===== config.mk =====
export PLATFORM = sky130hd
export DESIGN_NAME = dmiu_top
export DESIGN_NICKNAME = d
export VERILOG_FILES = /design/src/design/dmiu_pkg.sv /design/src/design/dmiu_top.sv
export SDC_FILE = /design/constraint.sdc
export NUM_CORES = 2
export LEC_CHECK = 0
export BUFFER_PORTS_ARGS = -buffer_cell sky130_fd_sc_hd__clkbuf_2
export CAP_MARGIN = 20
export CORE_MARGIN = 2
export CORE_UTILIZATION = 50
export CTS_CLUSTER_SIZE = 28
export DETAILED_ROUTE_END_ITERATION = 8
export PLACE_DENSITY_LB_ADDON = 0.3
export SLEW_MARGIN = 20
export SYNTH_ARGS = -nofsm -noshare
export SYNTH_HDL_FRONTEND = slang
export SYNTH_SLANG_ARGS = --single-unit

===== constraint.sdc =====
create_clock -name core_clk -period 4 [get_ports core_clk]
set_input_delay 0.2 -clock core_clk [delete_from_list [all_inputs] [get_ports core_clk]]
set_output_delay 0.2 -clock core_clk [all_outputs]
set_load 0.02 [all_outputs]

===== src/design/dmiu_pkg.sv =====
// Package with constants, encodings and register map of the data-move instruction unit
package dmiu_pkg;

    // Widths of the core's datapath
    localparam int DATA_W     = 8;     // Byte-wide data path
    localparam int PTR_W      = 16;    // Pointer width
    localparam int INSTR_W    = 14;    // One program word
    localparam int MEM_DEPTH  = 128;   // Bytes of file-register storage
    localparam int MEM_AW     = 7;     // Address width of that storage

    // Register byte offsets on the bus
    localparam logic [7:0] OFS_INSTR    = 8'h00;  // Write executes one program word
    localparam logic [7:0] OFS_ACC      = 8'h04;  // Working register
    localparam logic [7:0] OFS_BANK     = 8'h08;  // Bank select register
    localparam logic [7:0] OFS_PROG_COUNTER_HIGH_LATCH   = 8'h0c;  // Program counter high latch
    localparam logic [7:0] OFS_FSP0     = 8'h10;  // File-select pointer 0
    localparam logic [7:0] OFS_FSP1     = 8'h14;  // File-select pointer 1
    localparam logic [7:0] OFS_STATUS   = 8'h18;  // Status flags
    localparam logic [7:0] OFS_MEM_ADDR = 8'h1c;  // Address for the memory window
    localparam logic [7:0] OFS_MEM_DATA = 8'h20;  // Data at that address
    localparam logic [7:0] OFS_LAST_OP  = 8'h24;  // Last executed opcode class

    // Status bit positions
    localparam int ST_Z  = 2;  // Zero
    localparam int ST_DC = 1;  // Digit carry
    localparam int ST_C  = 0;  // Carry

    // Opcode field of a program word: bits 13..10
    localparam int OP_HI = 13;
    localparam int OP_LO = 10;
    localparam logic [3:0] OPC_LIT_ACC   = 4'h1;  // Operand bits 7..0
    localparam logic [3:0] OPC_BANK_LIT  = 4'h2;  // Operand bits 4..0
    localparam logic [3:0] OPC_PLATCH    = 4'h3;  // Operand bits 6..0
    localparam logic [3:0] OPC_ACC_FILE  = 4'h4;  // Operand bits 6..0
    localparam logic [3:0] OPC_IND_LOAD  = 4'h5;  // Bit 2 pointer, bits 1..0 mode

    // Pointer update modes
    localparam logic [1:0] PUM_PRE_INC  = 2'h0;
    localparam logic [1:0] PUM_PRE_DEC  = 2'h1;
    localparam logic [1:0] PUM_POST_INC = 2'h2;
    localparam logic [1:0] PUM_POST_DEC = 2'h3;

    // File addresses of the two indirect windows
    localparam logic [6:0] IND_WIN0 = 7'h00;
    localparam logic [6:0] IND_WIN1 = 7'h01;

    // Reset values
    localparam logic [7:0]  RST_ACC    = 8'h00;
    localparam logic [4:0]  RST_BANK   = 5'h00;
    localparam logic [6:0]  RST_PROG_COUNTER_HIGH_LATCH = 7'h00;
    localparam logic [15:0] RST_FSP    = 16'h0000;
    localparam logic [2:0]  RST_STATUS = 3'h0;

    // AXI responses
    localparam logic [1:0] RESP_OKAY   = 2'h0;
    localparam logic [1:0] RESP_SLVERR = 2'h2;

    // Classes reported for the last executed word
    typedef enum logic [2:0] {
        DMIU_NONE     = 3'h0,
        DMIU_LIT_ACC  = 3'h1,
        DMIU_BANK     = 3'h3,
        DMIU_PLATCH   = 3'h2,
        DMIU_ACC_FILE = 3'h6,
        DMIU_IND_LOAD = 3'h7,
        DMIU_ILLEGAL  = 3'h5
    } dmiu_op_t;

endpackage


===== src/design/dmiu_top.sv =====
// Data-move instruction unit with an AXI4-Lite register slave
//
// Overview of operation
// - Indirect load copies pointed byte, sets zero only
// - Mode field selects pre/post increment or decrement
// - Indirect window redirects to pointer address, unstored
// - Pointers are 16 bits and wrap around
// - Bank literal loads 5 bits, flags untouched
// - Latch literal loads 7 bits, flags untouched
// - Literal loads 8 bits into accumulator, flags untouched
// - Store writes accumulator to addressed file register
// - Pointer stepping never touches any status flag
//
// Chosen here: register access over AXI4-Lite and the register addresses.
`timescale 1ns/100ps
module dmiu_top (
    input  wire logic        core_clk,
    input  wire logic        rst_n,
    input  wire logic [7:0]  s_axi_awaddr,
    input  wire logic [2:0]  s_axi_awprot,
    input  wire logic        s_axi_awvalid,
    output logic             s_axi_awready,
    input  wire logic [31:0] s_axi_wdata,
    input  wire logic [3:0]  s_axi_wstrb,
    input  wire logic        s_axi_wvalid,
    output logic             s_axi_wready,
    output logic [1:0]       s_axi_bresp,
    output logic             s_axi_bvalid,
    input  wire logic        s_axi_bready,
    input  wire logic [7:0]  s_axi_araddr,
    input  wire logic [2:0]  s_axi_arprot,
    input  wire logic        s_axi_arvalid,
    output logic             s_axi_arready,
    output logic [31:0]      s_axi_rdata,
    output logic [1:0]       s_axi_rresp,
    output logic             s_axi_rvalid,
    input  wire logic        s_axi_rready
);

    // Architectural state
    logic [7:0]             acc;          // Working register
    logic [4:0]             bank_select_reg;
    logic [6:0]             prog_counter_high_latch;
    logic [15:0]            file_select_pointer [2];
    logic [2:0]             status;       // Z, DC, C
    logic [6:0]             mem_addr;     // Software window address
    logic [7:0]             file_mem [dmiu_pkg::MEM_DEPTH];
    dmiu_pkg::dmiu_op_t     last_op;

    // Write channel holding registers
    logic                   aw_held;      // Address captured
    logic                   w_held;       // Data captured
    logic [7:0]             aw_addr_q;
    logic [31:0]            w_data_q;
    logic [3:0]             w_strb_q;
    logic                   do_wr;        // Both halves present and no answer pending: act this cycle

    // Decoded program word
    logic [13:0]            instr;
    logic [3:0]             opc;
    logic                   ptr_sel;
    logic [1:0]             pointer_update_mode;
    logic                   exec;         // A program word executes this cycle
    logic                   indirect_load_op;
    logic                   bank_literal_op;
    logic                   prog_latch_literal_op;
    logic                   literal_to_acc_op;
    logic                   acc_to_file_op;
    logic [15:0]            ptr_cur;      // Selected pointer before update
    logic [15:0]            ptr_step;     // Pointer plus or minus one
    logic [15:0]            ind_eaddr;    // Address the indirect load reads
    logic [7:0]             ind_data;     // Byte the indirect load fetches
    logic [6:0]             store_addr;   // Resolved store target

    // Redirect an access to an indirect window onto its pointer
    function automatic logic [6:0] resolve_addr(input logic [6:0] a,
                                                input logic [15:0] p0,
                                                input logic [15:0] p1);
        logic [6:0] r;
        r = a;
        if (a == dmiu_pkg::IND_WIN0) begin
            r = p0[6:0];
        end else if (a == dmiu_pkg::IND_WIN1) begin
            r = p1[6:0];
        end
        return r;
    endfunction

    // Read a byte; the window addresses read as zero, whatever storage holds there
    function automatic logic [7:0] fetch(input logic [6:0] a,
                                         input logic [7:0] d);
        logic [7:0] r;
        r = d;
        if (a == dmiu_pkg::IND_WIN0 || a == dmiu_pkg::IND_WIN1) begin
            r = 8'h00;
        end
        return r;
    endfunction

    // Merge a byte lane write into an existing value
    function automatic logic [15:0] merge16(input logic [15:0] old,
                                            input logic [31:0] nw,
                                            input logic [3:0]  strb);
        logic [15:0] r;
        r = old;
        if (strb[0]) begin
            r[7:0] = nw[7:0];
        end
        if (strb[1]) begin
            r[15:8] = nw[15:8];
        end
        return r;
    endfunction

    // Bus write is acted upon once both halves have been captured
    assign do_wr = aw_held && w_held && !s_axi_bvalid;

    // Ready while the matching half is not yet held; the read address while no read answer is pending
    assign s_axi_awready = !aw_held;
    assign s_axi_wready  = !w_held;
    assign s_axi_arready = !s_axi_rvalid;

    // Decode of the word written into the instruction register
    assign instr                 = w_data_q[13:0];
    assign opc                   = instr[dmiu_pkg::OP_HI:dmiu_pkg::OP_LO];
    assign ptr_sel               = instr[2];
    assign pointer_update_mode   = instr[1:0];
    assign exec                  = do_wr && (aw_addr_q == dmiu_pkg::OFS_INSTR)
                                   && (w_strb_q[1:0] == 2'h3);
    assign indirect_load_op      = exec && (opc == dmiu_pkg::OPC_IND_LOAD);
    assign bank_literal_op       = exec && (opc == dmiu_pkg::OPC_BANK_LIT);
    assign prog_latch_literal_op = exec && (opc == dmiu_pkg::OPC_PLATCH);
    assign literal_to_acc_op     = exec && (opc == dmiu_pkg::OPC_LIT_ACC);
    assign acc_to_file_op        = exec && (opc == dmiu_pkg::OPC_ACC_FILE);

    // Pointer arithmetic wraps naturally in 16 bits
    assign ptr_cur  = file_select_pointer[ptr_sel];
    assign ptr_step = pointer_update_mode[0] ? 16'(ptr_cur - 16'h0001)
                                             : 16'(ptr_cur + 16'h0001);

    // Pre modes read at the stepped value, post modes at the old one
    always_comb begin
        unique case (pointer_update_mode)
            dmiu_pkg::PUM_PRE_INC,
            dmiu_pkg::PUM_PRE_DEC:  ind_eaddr = ptr_step;
            dmiu_pkg::PUM_POST_INC,
            dmiu_pkg::PUM_POST_DEC: ind_eaddr = ptr_cur;
        endcase
    end

    // Only the low address bits reach storage; upper pointer bits alias
    assign ind_data   = fetch(ind_eaddr[6:0], file_mem[ind_eaddr[6:0]]);
    assign store_addr = resolve_addr(instr[6:0], file_select_pointer[0],
                                     file_select_pointer[1]);

    // Write address capture
    always_ff @(posedge core_clk or negedge rst_n) begin
        if (!rst_n) begin
            aw_held   <= 1'b0;
            aw_addr_q <= 8'h00;
        end else if (s_axi_awvalid && s_axi_awready) begin
            aw_held   <= 1'b1;
            aw_addr_q <= {s_axi_awaddr[7:2], 2'b00};
        end else if (do_wr) begin
            aw_held   <= 1'b0;
        end
    end

    // Write data capture
    always_ff @(posedge core_clk or negedge rst_n) begin
        if (!rst_n) begin
            w_held   <= 1'b0;
            w_data_q <= 32'h0000_0000;
            w_strb_q <= 4'h0;
        end else if (s_axi_wvalid && s_axi_wready) begin
            w_held   <= 1'b1;
            w_data_q <= s_axi_wdata;
            w_strb_q <= s_axi_wstrb;
        end else if (do_wr) begin
            w_held   <= 1'b0;
        end
    end

    // Write response; unmapped offsets answer with an error
    always_ff @(posedge core_clk or negedge rst_n) begin
        if (!rst_n) begin
            s_axi_bvalid <= 1'b0;
            s_axi_bresp  <= dmiu_pkg::RESP_OKAY;
        end else if (do_wr) begin
            s_axi_bvalid <= 1'b1;
            s_axi_bresp  <= (aw_addr_q > dmiu_pkg::OFS_MEM_DATA) ?
                            dmiu_pkg::RESP_SLVERR : dmiu_pkg::RESP_OKAY;
        end else if (s_axi_bready) begin
            s_axi_bvalid <= 1'b0;
        end
    end

    // Working register: literal load, indirect load or software write
    always_ff @(posedge core_clk or negedge rst_n) begin
        if (!rst_n) begin
            acc <= dmiu_pkg::RST_ACC;
        end else if (literal_to_acc_op) begin
            acc <= instr[7:0];
        end else if (indirect_load_op) begin
            acc <= ind_data;
        end else if (do_wr && aw_addr_q == dmiu_pkg::OFS_ACC && w_strb_q[0]) begin
            acc <= w_data_q[7:0];
        end
    end

    // Bank select: literal load only, readable by software
    always_ff @(posedge core_clk or negedge rst_n) begin
        if (!rst_n) begin
            bank_select_reg <= dmiu_pkg::RST_BANK;
        end else if (bank_literal_op) begin
            bank_select_reg <= instr[4:0];
        end
    end

    // Program counter high latch: literal load only
    always_ff @(posedge core_clk or negedge rst_n) begin
        if (!rst_n) begin
            prog_counter_high_latch <= dmiu_pkg::RST_PROG_COUNTER_HIGH_LATCH;
        end else if (prog_latch_literal_op) begin
            prog_counter_high_latch <= instr[6:0];
        end
    end

    // Pointers: stepped by indirect loads, written by software
    always_ff @(posedge core_clk or negedge rst_n) begin
        if (!rst_n) begin
            file_select_pointer[0] <= dmiu_pkg::RST_FSP;
            file_select_pointer[1] <= dmiu_pkg::RST_FSP;
        end else if (indirect_load_op) begin
            file_select_pointer[ptr_sel] <= ptr_step;
        end else if (do_wr && aw_addr_q == dmiu_pkg::OFS_FSP0) begin
            file_select_pointer[0] <= merge16(file_select_pointer[0], w_data_q, w_strb_q);
        end else if (do_wr && aw_addr_q == dmiu_pkg::OFS_FSP1) begin
            file_select_pointer[1] <= merge16(file_select_pointer[1], w_data_q, w_strb_q);
        end
    end

    // Status: only the zero flag follows an indirect load
    always_ff @(posedge core_clk or negedge rst_n) begin
        if (!rst_n) begin
            status <= dmiu_pkg::RST_STATUS;
        end else if (indirect_load_op) begin
            status[dmiu_pkg::ST_Z] <= (ind_data == 8'h00);
        end else if (do_wr && aw_addr_q == dmiu_pkg::OFS_STATUS && w_strb_q[0]) begin
            status <= w_data_q[2:0];
        end
    end

    // Software memory window address
    always_ff @(posedge core_clk or negedge rst_n) begin
        if (!rst_n) begin
            mem_addr <= 7'h00;
        end else if (do_wr && aw_addr_q == dmiu_pkg::OFS_MEM_ADDR && w_strb_q[0]) begin
            mem_addr <= w_data_q[6:0];
        end
    end

    // File storage; no reset, as in a real register file RAM
    // Window addresses are resolved first, so they reach storage only when the pointer's low bits hold 0 or 1
    always_ff @(posedge core_clk) begin
        if (acc_to_file_op) begin
            file_mem[store_addr] <= acc;
        end else if (do_wr && aw_addr_q == dmiu_pkg::OFS_MEM_DATA && w_strb_q[0]) begin
            file_mem[resolve_addr(mem_addr, file_select_pointer[0],
                                  file_select_pointer[1])] <= w_data_q[7:0];
        end
    end

    // Record of the last executed word, for software to observe
    always_ff @(posedge core_clk or negedge rst_n) begin
        if (!rst_n) begin
            last_op <= dmiu_pkg::DMIU_NONE;
        end else if (exec) begin
            unique case (opc)
                dmiu_pkg::OPC_LIT_ACC:  last_op <= dmiu_pkg::DMIU_LIT_ACC;
                dmiu_pkg::OPC_BANK_LIT: last_op <= dmiu_pkg::DMIU_BANK;
                dmiu_pkg::OPC_PLATCH:   last_op <= dmiu_pkg::DMIU_PLATCH;
                dmiu_pkg::OPC_ACC_FILE: last_op <= dmiu_pkg::DMIU_ACC_FILE;
                dmiu_pkg::OPC_IND_LOAD: last_op <= dmiu_pkg::DMIU_IND_LOAD;
                default:                last_op <= dmiu_pkg::DMIU_ILLEGAL;
            endcase
        end
    end

    // Read channel: data registered one cycle after the address is taken
    always_ff @(posedge core_clk or negedge rst_n) begin
        if (!rst_n) begin
            s_axi_rvalid <= 1'b0;
            s_axi_rdata  <= 32'h0000_0000;
            s_axi_rresp  <= dmiu_pkg::RESP_OKAY;
        end else if (s_axi_arvalid && s_axi_arready) begin
            s_axi_rvalid <= 1'b1;
            s_axi_rresp  <= dmiu_pkg::RESP_OKAY;
            unique case ({s_axi_araddr[7:2], 2'b00})
                dmiu_pkg::OFS_INSTR:    s_axi_rdata <= {18'h0, w_data_q[13:0]};
                dmiu_pkg::OFS_ACC:      s_axi_rdata <= {24'h0, acc};
                dmiu_pkg::OFS_BANK:     s_axi_rdata <= {27'h0, bank_select_reg};
                dmiu_pkg::OFS_PROG_COUNTER_HIGH_LATCH:   s_axi_rdata <= {25'h0, prog_counter_high_latch};
                dmiu_pkg::OFS_FSP0:     s_axi_rdata <= {16'h0, file_select_pointer[0]};
                dmiu_pkg::OFS_FSP1:     s_axi_rdata <= {16'h0, file_select_pointer[1]};
                dmiu_pkg::OFS_STATUS:   s_axi_rdata <= {29'h0, status};
                dmiu_pkg::OFS_MEM_ADDR: s_axi_rdata <= {25'h0, mem_addr};
                dmiu_pkg::OFS_MEM_DATA: begin
                    // Window addresses read through their pointers
                    s_axi_rdata <= {24'h0, file_mem[resolve_addr(mem_addr,
                                   file_select_pointer[0], file_select_pointer[1])]};
                end
                dmiu_pkg::OFS_LAST_OP:  s_axi_rdata <= {29'h0, last_op};
                default: begin
                    // Unmapped offset reads zero with an error
                    s_axi_rdata <= 32'h0000_0000;
                    s_axi_rresp <= dmiu_pkg::RESP_SLVERR;
                end
            endcase
        end else if (s_axi_rready) begin
            s_axi_rvalid <= 1'b0;
        end
    end

endmodule


==> impl_metrics.tcl <==
set metrics [dict create \
    outcome "finished with violations" \
    failed_checks "negative setup slack" \
    max_slew_margin 0.299 \
    grt_overflow_total 0 \
    routed_antenna_nets 0 \
    placementRows 124 \
    ioPinCount 106 \
    finish.utilization 0.632 \
    timing.final.hold_violations 0 \
    drt_via_density 6.80 \
    drv_slew 0 \
    drt-initial-drc-count 8344 \
    most_frequent_cell_after_synthesis "sky130_fd_sc_hd__nand2_1" \
    floorplan_die_width_um 342 \
    peak_clock_frequency_supported_by_timing_ghz 0.243 \
    rsz0062_at_grt "yes" \
    path_common_cell "sky130_fd_sc_hd__buf_12" \
    clock_sinks 1135 \
    mappedNetlistArea_sq_um 57200 \
    dpl_cell_area_sq_um 65200 \
    buffer_type_at_the_clock_tree_root "sky130_fd_sc_hd__clkbuf_16" \
    grt_antenna_before_repair 7 \
    final_design_area_no_fill_sq_um 71900 \
    period_needed_ns 4.12 \
    post_synth_inst_count 4826 \
    timing.hold.worst.class "in2async" \
    post-route-drc-count 0 \
    wirelength_mm 244 \
    crit_path_max_incr_delay_ns 0.46 \
    grt_first_pass_wirelength_mm 340 \
    post_synth_most_frequent_cells "1187 x sky130_fd_sc_hd__nand2_1, 1024 x sky130_fd_sc_hd__edfxtp_1, 347 x sky130_fd_sc_hd__nand3_1" \
    max_slew.worst_pin.slew_ns 1.04 \
    routed-via-count 48947 \
    critical_path.startpoint_type "flip-flop" \
    critical_path.cell_chain "mux2_4 > inv_4 > fa_2 > nor2b_4 > a21oi_4 > buf_12 > buf_12 > buf_12 > buf_12 > buf_4 > mux4_2 > nand2_1 > nand3_2 > a211oi_2 > nor3_2 > a2111oi_4 > nand4b_1 > o32ai_2" \
    async_set_reset_flop_share_out_of_synthesis 0.0978 \
    registers.top_by_ff_count "file_mem" \
    min_period_over_period 1.03 \
    synth.avg_cell_area_sq_um 11.9 \
    clkSlewWorstSetupHoldPaths_ns 0.06 \
    timing.clock.skew_ns 0.0377 \
    largest_register_ff_count 1024 \
    coreArea_sq_um 114000 \
    timing.max_cap.violations 0 \
    sequential_fraction_of_the_synthesis_area 0.586 \
    r2r_cells 18 \
    detailed_place_hpwl_mm 169 \
    synth_flop_cell "sky130_fd_sc_hd__edfxtp_1" \
    cts-root-to-sink-buffers 3 \
    yosysUniqueCellTypes 92 \
    crit_required_ns 4.64 \
    final_net_count 5666 \
    vias_in_the_first_global_route 46075 \
    floorplan.die_area_sq_um 117000 \
    initial_core_util 0.502 \
    critical_path.slowest_cell "sky130_fd_sc_hd__dfrtp_2" \
    htree_levels 3 \
    synth-warning-count 0 \
    setup_viol_count_final 10 \
    netlist.top_cell.by_area "sky130_fd_sc_hd__edfxtp_1" \
    crit_arrival_ns 4.76 \
    ys_seq_elements 1135 \
    post_drt_wl_per_cell_um 34.0 \
    timing.critical_path.to_type "flip-flop" \
    globalRouteTotalUtil 0.410 \
    placed_cells 6858 \
    synth-edff-count 1024 \
    grt_max_degree 129 \
    layout_setup_ws_ns -0.122 \
    critPathMaxFanout 5 \
    kind_of_critical_path "reg2reg" \
    final.hold.worst_slack_ns 0.0369 \
    gp_congestion 1.03 \
    post_synth_main_area_contributors "sky130_fd_sc_hd__edfxtp_1 54%, sky130_fd_sc_hd__mux4_2 8.4%, sky130_fd_sc_hd__nand2_1 7.8%" \
    syn_to_final_growth_pct 25.7 \
    drtPass1Iterations 7 \
    final_cells 7201 \
    cts-buffers-inserted 120 \
    synth_largest_type_area_fraction 0.537 \
    clk-insertion-delay-late_ns 0.75 \
    portBuffers 59 \
    dieHeight_um 342 \
    layout_top_registers "file_mem: 1024 flops, file_select_pointer: 32 flops" \
    layout-drive-gt1-share 0.294 \
    cts_tree "built" \
]
## worst max-delay path: cells and delay by family (launching register included)
family	cells	cell delay [ns]
DFF	1	0.46
adders and majority gates	1	0.43
AOI/OAI and AO/OA	4	1.05
muxes	2	0.62
buffers and inverters	6	0.77
and+or+nand+nor	5	0.67
## cells in the final DEF, fill, tap and decap left out, drive strengths merged, types with 119 or more instances in the layout
cell and n:
mux4 226, mux2i 134, nor2 262, buf 893, edfxtp 1024, nand2 1188, nand3 347, clkbuf 207
o21ai 119, a21oi 165
## path summary, 6_finish.rpt
path | endpoint | slack (ns) | startpoint
setup / recovery | status[2] | -0.12 | w_data_q[2]
hold / removal | s_axi_bvalid | 0.04 | rst_n
setup reg to reg | status[2] | -0.12 | w_data_q[2]
hold reg to reg | s_axi_rdata[12] | 0.48 | s_axi_rdata[12]
max in group asynchronous | file_select_pointer[10] | 3.04 | rst_n
min in group core_clk | s_axi_rdata[3] | 0.12 | s_axi_araddr[4]
## cell type report
type | count | area (sq um)
multi-input combinational | 3312 | 23100
sequential | 1135 | 33500
clock inverter | 81 | 771
antenna | 1 | 2.50
timing repair buffer | 993 | 9380
tap | 1512 | 1890
fill | 8746 | 41900
inverter | 24 | 92.6
clock buffer | 143 | 3150
## layer usage
metal,routed length (um),vias to the layer above,GRT usage
met4,16800,6,0.231
li1,-,19848,-
met5,29,-,0
met3,35600,838,0.121
met1,87600,24077,0.549
met2,104000,4178,0.598
## through the flow
step,worst slack [ns],setup TNS (ns)
2_1_floorplan,-0.0310,-0.0310
3_3_place_gp,-0.641,-6.09
4_1_cts,-0.0685,-0.185
6_report,-0.122,-0.691
5_1_grt,-0.190,-1.22
3_5_place_dp,-0.630,-5.37
## what timing repair did
| item | in CTS | in global routing |
|---|---|---|
| setup buffers | 50 | 28 |
| pin swaps | 47 | 68 |
| gates cloned | 8 | 6 |
| endpoints found under the setup margin | 17 | 91 |
| hold buffers | 33 | 0 |
| resized for setup | 159 | 160 |
| hold endpoints to repair | 72 | 0 |
## logic make-up after synthesis
family	synth area share
buffers and inverters	0.0353
other	0.0000655
flip-flops	0.586
adder cells (fa/ha/maj)	0.00341
AND/OR/NAND/NOR	0.157
multiplexers	0.128
AO/OA/AOI/OAI	0.0889
XOR/XNOR	0.00212
Power is left out: the tool's default activity adds up to more than one toggle a clock period on the data nets, which glitch-free logic cannot reach.
